[src/serializer_pkg.sv]
package serializer_pkg;
    localparam int unsigned DATA_BITS = 21;
    localparam int unsigned LANES = 3;
    localparam int unsigned SLICE_BITS = 7;
    localparam int unsigned PERIOD_W = 8;
    localparam int unsigned ACC_W = 9;
    localparam logic [ACC_W-1:0] BIT_STEP = 9'h007;
    localparam logic [2:0] LAST_BIT = 3'h6;
    localparam logic [2:0] CLK_HIGH_LAST = 3'h3;
    localparam int unsigned SYNC_W = 23;
    localparam int unsigned SYNC_CLK = 21;
    localparam int unsigned SYNC_SHDN = 22;
    localparam int unsigned CLK_HZ = 10_000_000;
    localparam int unsigned LOCK_MIN_MHZ = 20;
    localparam int unsigned LOCK_MAX_MHZ = 68;
    localparam logic [PERIOD_W-1:0] LOCK_MIN_PERIOD_CYC = 8'h07;
    localparam logic [PERIOD_W-1:0] LOCK_MAX_PERIOD_CYC = 8'hF0;
    localparam logic [PERIOD_W-1:0] PERIOD_SAT = 8'hFF;
    localparam logic [PERIOD_W-1:0] PERIOD_ONE = 8'h01;
    typedef enum logic [1:0]
    {
        ST_OFF = 2'b00,
        ST_ACQUIRE = 2'b01,
        ST_LOCKED = 2'b11
    } lock_state_t;
endpackage : serializer_pkg

[src/word_buffer.sv]
`timescale 1ns/1ps
module word_buffer
(
    input wire logic clk,
    input wire logic rst_b,
    input wire logic clear,
    input wire logic in_valid,
    output logic in_ready,
    input wire logic [serializer_pkg::DATA_BITS-1:0] in_data,
    output logic out_valid,
    input wire logic out_ready,
    output logic [serializer_pkg::DATA_BITS-1:0] out_data
);
    logic [serializer_pkg::DATA_BITS-1:0] mem [2];
    logic wr_ptr_reg;
    logic rd_ptr_reg;
    logic [1:0] count_reg;
    logic push;
    logic pop;

    assign in_ready = (count_reg != 2'h2);
    assign out_valid = (count_reg != 2'h0);
    assign out_data = mem[rd_ptr_reg];
    assign push = in_valid && in_ready;
    assign pop = out_valid && out_ready;

    always_ff @(posedge clk)
    begin
        if (push)
        begin
            mem[wr_ptr_reg] <= in_data;
        end
    end

    always_ff @(posedge clk or negedge rst_b)
    begin
        if (!rst_b)
        begin
            wr_ptr_reg <= 1'b0;
            rd_ptr_reg <= 1'b0;
            count_reg <= 2'h0;
        end
        else if (clear)
        begin
            wr_ptr_reg <= 1'b0;
            rd_ptr_reg <= 1'b0;
            count_reg <= 2'h0;
        end
        else
        begin
            if (push)
            begin
                wr_ptr_reg <= ~wr_ptr_reg;
            end
            if (pop)
            begin
                rd_ptr_reg <= ~rd_ptr_reg;
            end
            if (push && !pop)
            begin
                count_reg <= count_reg + 2'h1;
            end
            else if (pop && !push)
            begin
                count_reg <= count_reg - 2'h1;
            end
        end
    end
endmodule : word_buffer

[src/lvds_21to3_serializer.sv]
// Function
// - capture 21 inputs each load clock rise while locked
// - three 7-bit load-and-shift lane registers
// - seven bits per load clock period: the edge plus six bit ticks
// - three lanes plus clock to drivers
// - forwarded clock matches load clock frequency
// - shutdown stops clocking, disables drivers
// - shutdown clears lock, counters, lanes and buffer pointers
// - lock only inside allowed clock range
// - 21 channels compressed onto 3 lanes
// - bit k launched k sevenths after edge
`timescale 1ns/1ps
module lvds_21to3_serializer
(
    input wire logic clk,
    input wire logic rst_b,
    input wire logic parallel_load_clock,
    input wire logic shutdown_clear_n,
    input wire logic [serializer_pkg::DATA_BITS-1:0] parallel_in,
    output logic lane0_pos,
    output logic lane0_neg,
    output logic lane1_pos,
    output logic lane1_neg,
    output logic lane2_pos,
    output logic lane2_neg,
    output logic forwarded_link_clock_pos,
    output logic forwarded_link_clock_neg,
    output logic line_driver_oe,
    output logic link_locked,
    output logic capture_overrun
);
    localparam int unsigned DB = serializer_pkg::DATA_BITS;
    localparam int unsigned SB = serializer_pkg::SLICE_BITS;

    function automatic logic period_ok(input logic [serializer_pkg::PERIOD_W-1:0] p);
        period_ok = (p >= serializer_pkg::LOCK_MIN_PERIOD_CYC)
            && (p <= serializer_pkg::LOCK_MAX_PERIOD_CYC);
    endfunction : period_ok

    logic [serializer_pkg::SYNC_W-1:0] sync1_reg;
    logic [serializer_pkg::SYNC_W-1:0] sync2_reg;
    logic [serializer_pkg::SYNC_W-1:0] sync3_reg;
    logic load_clk_level_reg;
    logic shdn_n_level_reg;
    logic load_edge;
    logic shut;
    serializer_pkg::lock_state_t state_reg;
    logic seen_edge_reg;
    logic [serializer_pkg::PERIOD_W-1:0] per_cnt_reg;
    logic [serializer_pkg::PERIOD_W-1:0] period_reg;
    logic [serializer_pkg::PERIOD_W-1:0] period_now;
    logic [serializer_pkg::ACC_W-1:0] acc_reg;
    logic [serializer_pkg::ACC_W-1:0] acc_sum;
    logic [2:0] bit_idx_reg;
    logic bit_tick;
    logic locked;
    logic buf_in_ready;
    logic buf_out_valid;
    logic [DB-1:0] buf_out_data;
    logic [DB-1:0] frame_word;
    logic [serializer_pkg::LANES-1:0] lane_bit_reg;
    logic fwd_clk_reg;
    logic oe_reg;
    logic overrun_reg;

    always_ff @(posedge clk or negedge rst_b)
    begin
        if (!rst_b)
        begin
            sync1_reg <= '0;
            sync2_reg <= '0;
            sync3_reg <= '0;
        end
        else
        begin
            sync1_reg <= {shutdown_clear_n, parallel_load_clock, parallel_in};
            sync2_reg <= sync1_reg;
            sync3_reg <= sync2_reg;
        end
    end

    // a level only changes once stages two and three agree, rejecting a metastable glitch
    always_ff @(posedge clk or negedge rst_b)
    begin
        if (!rst_b)
        begin
            load_clk_level_reg <= 1'b0;
            shdn_n_level_reg <= 1'b0;
        end
        else
        begin
            if (sync2_reg[serializer_pkg::SYNC_CLK] == sync3_reg[serializer_pkg::SYNC_CLK])
                load_clk_level_reg <= sync3_reg[serializer_pkg::SYNC_CLK];
            if (sync2_reg[serializer_pkg::SYNC_SHDN] == sync3_reg[serializer_pkg::SYNC_SHDN])
                shdn_n_level_reg <= sync3_reg[serializer_pkg::SYNC_SHDN];
        end
    end

    assign shut = !shdn_n_level_reg;
    assign load_edge = !shut && !load_clk_level_reg
        && sync2_reg[serializer_pkg::SYNC_CLK] && sync3_reg[serializer_pkg::SYNC_CLK];
    assign period_now = (per_cnt_reg == serializer_pkg::PERIOD_SAT) ? per_cnt_reg
        : per_cnt_reg + serializer_pkg::PERIOD_ONE;
    assign locked = (state_reg == serializer_pkg::ST_LOCKED);

    always_ff @(posedge clk or negedge rst_b)
    begin
        if (!rst_b)
        begin
            per_cnt_reg <= '0;
            period_reg <= '0;
        end
        else if (shut)
        begin
            per_cnt_reg <= '0;
            period_reg <= '0;
        end
        else if (load_edge)
        begin
            per_cnt_reg <= '0;
            period_reg <= period_now;
        end
        else if (per_cnt_reg != serializer_pkg::PERIOD_SAT)
        begin
            per_cnt_reg <= per_cnt_reg + serializer_pkg::PERIOD_ONE;
        end
    end

    // lock needs one full measured period inside the window; a stopped clock drops it
    always_ff @(posedge clk or negedge rst_b)
    begin
        if (!rst_b)
        begin
            state_reg <= serializer_pkg::ST_OFF;
            seen_edge_reg <= 1'b0;
        end
        else if (shut)
        begin
            state_reg <= serializer_pkg::ST_OFF;
            seen_edge_reg <= 1'b0;
        end
        else
        begin
            if (load_edge)
                seen_edge_reg <= 1'b1;
            case (state_reg)
                serializer_pkg::ST_OFF:
                    state_reg <= serializer_pkg::ST_ACQUIRE;
                serializer_pkg::ST_ACQUIRE:
                    if (load_edge && seen_edge_reg && period_ok(period_now))
                        state_reg <= serializer_pkg::ST_LOCKED;
                serializer_pkg::ST_LOCKED:
                    if ((load_edge && !period_ok(period_now))
                        || per_cnt_reg > serializer_pkg::LOCK_MAX_PERIOD_CYC)
                        state_reg <= serializer_pkg::ST_ACQUIRE;
                default:
                    state_reg <= serializer_pkg::ST_OFF;
            endcase
        end
    end

    // fractional divider: adds seven per cycle, one tick per period's worth, restarted by the edge
    assign acc_sum = acc_reg + serializer_pkg::BIT_STEP;
    assign bit_tick = locked && !load_edge && (bit_idx_reg != serializer_pkg::LAST_BIT)
        && (acc_sum >= {1'b0, period_reg});

    always_ff @(posedge clk or negedge rst_b)
    begin
        if (!rst_b)
        begin
            acc_reg <= '0;
            bit_idx_reg <= serializer_pkg::LAST_BIT;
        end
        else if (shut || load_edge)
        begin
            // the locking edge loads nothing, so it must not start a partial frame of ticks
            acc_reg <= '0;
            bit_idx_reg <= (load_edge && locked) ? 3'h0 : serializer_pkg::LAST_BIT;
        end
        else if (locked && bit_idx_reg != serializer_pkg::LAST_BIT)
        begin
            if (bit_tick)
            begin
                acc_reg <= acc_sum - {1'b0, period_reg};
                bit_idx_reg <= bit_idx_reg + 3'h1;
            end
            else
                acc_reg <= acc_sum;
        end
    end

    // the drain is ready only at a locked frame edge, so the buffer absorbs a late frame start
    word_buffer u_buffer
    (
        .clk(clk),
        .rst_b(rst_b),
        .clear(shut),
        .in_valid(load_edge && locked),
        .in_ready(buf_in_ready),
        .in_data(sync3_reg[DB-1:0]),
        .out_valid(buf_out_valid),
        .out_ready(load_edge && locked),
        .out_data(buf_out_data)
    );

    assign frame_word = buf_out_valid ? buf_out_data : '0;

    genvar lane;
    generate
        for (lane = 0; lane < serializer_pkg::LANES; lane++)
        begin : g_lane
            logic [SB-1:0] shift_reg;
            always_ff @(posedge clk or negedge rst_b)
            begin
                if (!rst_b)
                begin
                    shift_reg <= '0;
                    lane_bit_reg[lane] <= 1'b0;
                end
                else if (shut || !locked)
                begin
                    shift_reg <= '0;
                    lane_bit_reg[lane] <= 1'b0;
                end
                else if (load_edge)
                begin
                    // lane l carries inputs 7l..7l+6, lowest bit first
                    shift_reg <= {1'b0, frame_word[lane*SB+1 +: SB-1]};
                    lane_bit_reg[lane] <= frame_word[lane*SB];
                end
                else if (bit_tick)
                begin
                    shift_reg <= {1'b0, shift_reg[SB-1:1]};
                    lane_bit_reg[lane] <= shift_reg[0];
                end
            end
        end
    endgenerate

    // forwarded clock: high for bits 0..3, low for 4..6, one cycle per load period
    always_ff @(posedge clk or negedge rst_b)
    begin
        if (!rst_b)
            fwd_clk_reg <= 1'b0;
        else if (shut || !locked)
            fwd_clk_reg <= 1'b0;
        else if (load_edge)
            fwd_clk_reg <= 1'b1;
        else if (bit_tick)
            fwd_clk_reg <= (bit_idx_reg + 3'h1) <= serializer_pkg::CLK_HIGH_LAST;
    end

    always_ff @(posedge clk or negedge rst_b)
    begin
        if (!rst_b)
        begin
            oe_reg <= 1'b0;
            overrun_reg <= 1'b0;
        end
        else
        begin
            oe_reg <= !shut && locked;
            if (shut)
                overrun_reg <= 1'b0;
            else if (load_edge && locked && !buf_in_ready)
                overrun_reg <= 1'b1;
        end
    end

    // outputs sit one cycle behind the internal bit so each pin is a flop and the pair stays aligned
    always_ff @(posedge clk or negedge rst_b)
    begin
        if (!rst_b)
        begin
            {lane0_pos, lane0_neg, lane1_pos, lane1_neg, lane2_pos, lane2_neg,
                forwarded_link_clock_pos, forwarded_link_clock_neg, line_driver_oe,
                link_locked, capture_overrun} <= 11'h000;
        end
        else
        begin
            lane0_pos <= oe_reg && lane_bit_reg[0];
            lane0_neg <= oe_reg && !lane_bit_reg[0];
            lane1_pos <= oe_reg && lane_bit_reg[1];
            lane1_neg <= oe_reg && !lane_bit_reg[1];
            lane2_pos <= oe_reg && lane_bit_reg[2];
            lane2_neg <= oe_reg && !lane_bit_reg[2];
            forwarded_link_clock_pos <= oe_reg && fwd_clk_reg;
            forwarded_link_clock_neg <= oe_reg && !fwd_clk_reg;
            line_driver_oe <= oe_reg;
            link_locked <= locked;
            capture_overrun <= overrun_reg;
        end
    end
endmodule : lvds_21to3_serializer

[config.mk]
export PLATFORM = sky130hd
export DESIGN_NAME = lvds_21to3_serializer
export DESIGN_NICKNAME = d
export VERILOG_FILES = /design/src/serializer_pkg.sv /design/src/word_buffer.sv /design/src/lvds_21to3_serializer.sv
export SDC_FILE = /design/constraint.sdc
export NUM_CORES = 1
export LEC_CHECK = 0
export ABC_AREA = 1
export BUFFER_PORTS_ARGS = -buffer_cell sky130_fd_sc_hd__buf_2
export CORE_ASPECT_RATIO = 1.2
export CORE_UTILIZATION = 40
export DETAILED_ROUTE_END_ITERATION = 16
export GPL_TIMING_DRIVEN = 0
export PLACE_DENSITY = 0.68
export SYNTH_ARGS = -nofsm -noshare
export SYNTH_HDL_FRONTEND = slang
export SYNTH_SLANG_ARGS = --single-unit
export TNS_END_PERCENT = 1
[constraint.sdc]
create_clock -name clk -period 2.5 [get_ports clk]
set_input_delay 0.25 -clock clk [delete_from_list [all_inputs] [get_ports clk]]
set_output_delay 0.25 -clock clk [all_outputs]
set_load 0.01 [all_outputs]
Yosys cells after proc, flatten, opt, wreduce, memory -nomap -nowiden:

Memory sizes are Yosys's and may differ from the RTL's.
Index checks and enable logic that the tools add are counted.

* $add $sub $neg: 6
* bitwise logic cells: 2
* magnitude comparators: 5
* reduce and logical (&&, ||, !) cells: 48
* mux-type cells: 52
* eq/ne operators: 16

Operators with widths (number)
* two-way mux 7 bit: 9
* two-way mux 8 bit: 6
* two-way mux 9 bit: 3
* logical AND 1 bit: 26
* two-way mux 1 bit: 22
* two-way mux 21 bit: 1
* logical NOT 1 bit: 12
* two-way mux 2 bit: 6
* two-way mux 3 bit: 4
* adder 9 x 3 -> 9 bit (second input constant): 1
* greater-or-equal comparator 9 x 8 -> 1 bit: 1
* subtractor 9 x 8 -> 9 bit: 1
* adder 8 x 1 -> 8 bit (second input constant): 1
* equality test 8 bit (second input constant): 1
* greater-or-equal comparator 8 x 3 -> 1 bit (second input constant): 1
* greater-than comparator 8 bit (second input constant): 1
* less-or-equal comparator 8 bit (second input constant): 1
* != test 2 x 1 -> 1 bit (second input constant): 4
* != test 8 bit (second input constant): 1
* != test 3 x 1 -> 1 bit (second input constant): 2
* != test 3 bit (second input constant): 2
* case mux 2 bit (3 select lines): 1
* nonzero test 2 bit: 3
* AND reduction 2 bit: 2
* other kinds (13): 17

* word-level logic and storage cells: 164
* RAM bits: 42
* output and inout port bits: 11
* memories: 1
* bits in registers: 144
* input bits: 25

Memory list
* u_buffer.mem: words 2, width 21, rd ports 1, clocked after memory_dff 0, write ports 1, line word_buffer.sv:14 `logic [serializer_pkg::DATA_BITS-1:0] mem [2];`

Logic depth before layout (Yosys ltp):

* depth in word-level cells: 11
* mapped depth: 20
* gate-level depth less buffers: 19

Modules after synthesis:

A second synthesis with hierarchy kept.

* cells, all modules: 705
* area total of the unflattened synthesis: 7533.5 µm²

By module, submodules not included
* lvds_21to3_serializer: cells an instance 556, area each 5749.3 µm², instances 1, seq. area each 3430.8 µm²
* word_buffer: cells an instance 149, area each 1784.2 µm², instances 1, seq. area each 1361.3 µm²

Worst setup path before layout:

OpenSTA, ideal clock, no wires.

* path kind: register to register
* from: reg acc_reg[0] (netlist bit)
* to: reg g_lane[0].shift_reg[2]
* data required time: 2.383 ns
* path buffers: 1
* clock period less this slack: 2.499 ns
* path slack: 0.001 ns
* stages on the path, launching flop included: 21
* data arrival time: 2.381 ns
* setup time: 0.117 ns
* cell sequence: dfrtp_1 inv_1 ha_1 nand2_2 nand2_4 nor2_8 nand2_1 xor2_1 inv_1 ha_1 inv_1 o21bai_1 nor2_1 nand2_1 nand2_1 nand3_4 nand2_4 nand3_4 buf_6 nand2_2 o21ai_2

* cells in the longest elaborated chain, start to end: 4

RTL lines
* from (decl): line lvds_21to3_serializer.sv:52 `logic [serializer_pkg::ACC_W-1:0] acc_reg;`
* from (signal assigned): line lvds_21to3_serializer.sv:184 `acc_reg <= acc_sum - {1'b0, period_reg};`
* from (signal assigned): line lvds_21to3_serializer.sv:188 `acc_reg <= acc_sum;`
* adder 9 x 3 -> 9 bit: line lvds_21to3_serializer.sv:163 `assign acc_sum = acc_reg + serializer_pkg::BIT_STEP;`
* greater-or-equal comparator 9 x 8 -> 1 bit: line lvds_21to3_serializer.sv:165 `&& (acc_sum >= {1'b0, period_reg});`
* logical AND 1 bit: line lvds_21to3_serializer.sv:165
* nonzero test 3 bit (no line)
* to (signal assigned): line lvds_21to3_serializer.sv:228 `shift_reg <= {1'b0, frame_word[lane*SB+1 +: SB-1]};`
* to (signal assigned): line lvds_21to3_serializer.sv:233 `shift_reg <= {1'b0, shift_reg[SB-1:1]};`
* to (decl): line lvds_21to3_serializer.sv:212 `logic [SB-1:0] shift_reg;`

Every way passes these cells.
A chain may end at the register's enable or synchronous reset.

Worst setup path in the final report:

* from: reg acc_reg[0] (netlist bit)
* to: reg g_lane[1].shift_reg[3]

* cells in the longest elaborated chain, start to end: 4

RTL lines (line)
* adder 9 x 3 -> 9 bit: lvds_21to3_serializer.sv:163
* greater-or-equal comparator 9 x 8 -> 1 bit: lvds_21to3_serializer.sv:165
* logical AND 1 bit: lvds_21to3_serializer.sv:165
* nonzero test 3 bit (no line)
* to (signal assigned): lvds_21to3_serializer.sv:228
* to (signal assigned): lvds_21to3_serializer.sv:233
* to (decl): lvds_21to3_serializer.sv:212

Every way passes these cells.

==> results_dict.tcl <==
set metrics [dict create \
    start_util_pct 40.72 \
    relSlewSlack_pct 56.24 \
    yosys.area.top_type "dfrtp_1" \
    core_sq_um 18170 \
    power_leakage_nw 4.080 \
    route.antenna.remaining_nets 0 \
    yosysWarnings 0 \
    seq_area_sq_um 4792 \
    dr.pass1.iters 4 \
    multi_input_area_sq_um 2331 \
    antenna_found_initial 0 \
    die_w_microns 126.2 \
    status "finished, violations left" \
    synthMuxAreaShare_pct 2.434 \
    p_clk_share_pct 43.5 \
    cts.sinks 183 \
    wl_met3_microns 403 \
    r2r_slack_ns -0.13 \
    violations "negative setup slack" \
    drt-met1-wl_mm 5.442 \
    synth-async-reset-ratio_pct 77.05 \
    via_per_inst 4.818 \
    synth_compound_area_share_pct 7.743 \
    synth_ff_type "dfrtp_1" \
    synth_top_family_by_area "simple AND/OR/NAND/NOR gates" \
    seqPwrFrac_pct 51.7 \
    ys_ff_latch 183 \
    cts_max_level 4 \
    grt-ovfl-total 0 \
    stdcell_count 974 \
    route.met2.wl_mm 7.110 \
    critical_path_class "reg2reg" \
    insertion_delay_ns 0.44 \
    worstReg2RegEnd "g_lane[1].shift_reg[3]" \
    yosysUniqueCellTypes 40 \
    num_rows 54 \
    synth.avg_cell_area_sq_um 11.58 \
    powerDensity_nw_per_um2 672.8 \
    grt_max_degree 91 \
    place_area_sq_um 7925 \
    largest_register_ff_count 42 \
    top_layer "met4" \
    cp_max_fo 5 \
    drt-initial-drc-count 264 \
    synth_area_sq_um 7401 \
    vdd.ir_drop.worst_mv 0.5328 \
    synth.most_common_cell "dfrtp_1" \
    fin_ws_ns -0.1315 \
    yosysTopAreaCellShare_pct 47.00 \
    min_period_ns 2.631 \
    start_kind "flop" \
    filler_cell_count 1582 \
    synthCells 639 \
    switching_share_pct 23.85 \
    ios 36 \
    dieArea_sq_um 19050 \
    r2r_start "acc_reg[0]" \
    fin_worst_skew_ns 0.01270 \
    setup_viol 30 \
    dp_slack_ns -0.3031 \
    tightest_slew_ns 0.6495 \
    clock_path_buffers 2 \
    cts_tree "built" \
    portBuffers 35 \
    totalWireLength_mm 13.26 \
    fin_area_sq_um 9166 \
    fmax_mhz 380.0 \
    syn_to_final_growth_pct 23.85 \
    grt_pass1_wl_mm 22.81 \
    cts_root_buf "clkbuf_16" \
    dp_hpwl_mm 8.494 \
    cap_violations 0 \
    ys_seq_area_share_pct 64.75 \
    synth_edf_count 42 \
    syn-num-nets 678 \
    critPathCaptureType "flop" \
    p_int_mw 4.696 \
    crit_arrival_ns 2.96 \
    placed_cells 901 \
    fin_crit_sh_pct 105.3 \
    hold_path.class "in2async" \
    vias 4693 \
    routedWlPerCell_microns 13.61 \
    clk_pin_slew_ns 0.07 \
    crit_required_ns 2.82 \
    routabilityCongestion 0.7834 \
    die_h_microns 151.0 \
    track_usage_pct 15.57 \
    diodes 0 \
    switching_power_mw 1.471 \
    nNetsFinal 776 \
    worstRegToRegCells 21 \
    finalHoldViolCount 0 \
    final_core_util_pct 50.43 \
    synthAdderAreaFrac_pct 2.739 \
    drive_above_1_share_pct 26.53 \
    combPwrFrac_pct 4.8 \
    cts_buffers 17 \
    rsz0062_at_grt "yes" \
    synth_area_leaders "dfrtp_1 47%, edfxtp_1 17%, nand2_1 5.7%" \
    synth-xor-area-share_pct 1.302 \
    fin_total_pwr_mw 6.167 \
    grt_pass1_vias 4868 \
    synth_commonest_cells "139 x dfrtp_1, 112 x nand2_1, 85 x inv_1" \
    maxSlewViolCount 0 \
    route.detailed.drc 0 \
    top_register "u_buffer.mem" \
    synthSimpleGateAreaFrac_pct 14.61 \
]
==> metrics by stage <==
step	hold slack, ns	TNS [ns]
finish	0.3177	-1.687
global route	0.3574	-7.262
CTS	0.3192	-1.851
detailed placement	0.2247	-8.965
global placement	0.3314	-139.73
floorplan	-0.04559	0
==> cells by family after synthesis <==
group,Yosys count
and+or+nand+nor,222
muxes,18
AOI/OAI and AO/OA,82
adders and majority gates,16
xor gates and xnor gates,11
DFF,183
buffers and inverters,107
==> power groups by stage <==
stage | clock network, mW | logic [mW] | registers, mW
3_5_place_dp | 0 | 0.262 | 3.25
5_1_grt | 2.87 | 0.341 | 3.20
4_1_cts | 2.76 | 0.296 | 3.19
6_report | 2.69 | 0.296 | 3.19
3_3_place_gp | 0 | 0.251 | 3.24
2_1_floorplan | 0 | 0.152 | 3.23
==> worst max-delay path, stage by stage (launching register included) <==
cell and delay, ns:
dfrtp_1 0.39, inv_2 0.11, ha_4 0.16, nand2_4 0.05, nand2_4 0.08, nor2_8 0.04
nand2_2 0.07, xor2_2 0.18, inv_2 0.06, ha_4 0.24, inv_2 0.05, o21bai_1 0.06
nor2_1 0.13, nand2_2 0.08, nand2_2 0.07, nand3_4 0.09, nand2_4 0.09, nand3_4 0.13
buf_6 0.18, buf_12 0.14, nand2_4 0.05, o21ai_2 0.05
==> repair_timing <==
item / in CTS / in global routing
endpoints found under the hold margin: 74 / 0
cloned: 2 / 0
gates resized for setup: 36 / 16
setup endpoints to repair: 34 / 34
buffers inserted: 14 / 2
pin swaps: 9 / 10
hold buffers: 24 / 0
==> metal layers <==
layer / vias to the layer above / GRT usage [%]
li1: 2303 / -
met1: 2283 / 16.95
met2: 85 / 28.78
met3: 22 / 3.709
met4: 0 / 6.928
met5: - / 0
==> final cells by class <==
type                            count  share of cell area (%)
Timing Repair Buffer               79                   7.057
Clock buffer                       18                   4.682
Multi-Input combinational cell    349                   25.43
Clock inverter                     14                   1.993
Buffer                             17                   1.734
Inverter                           90                   3.767
Tap cell                          224                   3.058
Sequential cell                   183                   52.28
==> layout by cell type (no fill, tap or decap), types with 4 or more instances in the layout <==
| master | synthesis | layout |
|---|---|---|
| a21oi_1 | 15 | 11 |
| a21oi_2 | 1 | 5 |
| buf_2 | 5 | 39 |
| buf_4 | 3 | 15 |
| buf_6 | 6 | 6 |
| buf_8 | 0 | 4 |
| clkbuf_16 | 0 | 17 |
| clkinv_8 | 0 | 5 |
| dfrtp_1 | 139 | 139 |
| dlygate4sd3_1 | 0 | 24 |
| edfxtp_1 | 42 | 42 |
| ha_1 | 13 | 8 |
| ha_4 | 0 | 5 |
| inv_1 | 85 | 81 |
| inv_2 | 3 | 7 |
| inv_6 | 1 | 6 |
| mux2i_1 | 18 | 18 |
| nand2_1 | 112 | 107 |
| nand2_2 | 22 | 17 |
| nand2_4 | 3 | 13 |
| nand3_1 | 33 | 28 |
| nand3_2 | 0 | 5 |
| nand4_1 | 6 | 6 |
| nor2_1 | 34 | 30 |
| nor2_2 | 2 | 6 |
| o21ai_0 | 14 | 13 |
| o21ai_2 | 23 | 25 |
| o22ai_1 | 7 | 7 |
| o32ai_1 | 15 | 15 |
| xnor2_1 | 6 | 5 |
| xor2_1 | 5 | 4 |
==> worst max path at each step <==
| stage | startpoint | to | slack (ns) | cells after the start |
|---|---|---|---|---|
| 2_1_floorplan | acc_reg[0] | g_lane[0].shift_reg[2] | 0.001 | 20 |
| 3_3_place_gp | rst_b | acc_reg[8] | -0.83 | 1 |
| 3_5_place_dp | acc_reg[0] | g_lane[0].shift_reg[4] | -0.30 | 20 |
| 4_1_cts | acc_reg[1] | g_lane[2].shift_reg[4] | -0.11 | 21 |
| 5_1_grt | acc_reg[0] | g_lane[1].shift_reg[2] | -0.29 | 21 |
| 6_report | acc_reg[0] | g_lane[1].shift_reg[3] | -0.13 | 21 |
Note: power is estimated with default switching activity, not from simulation.
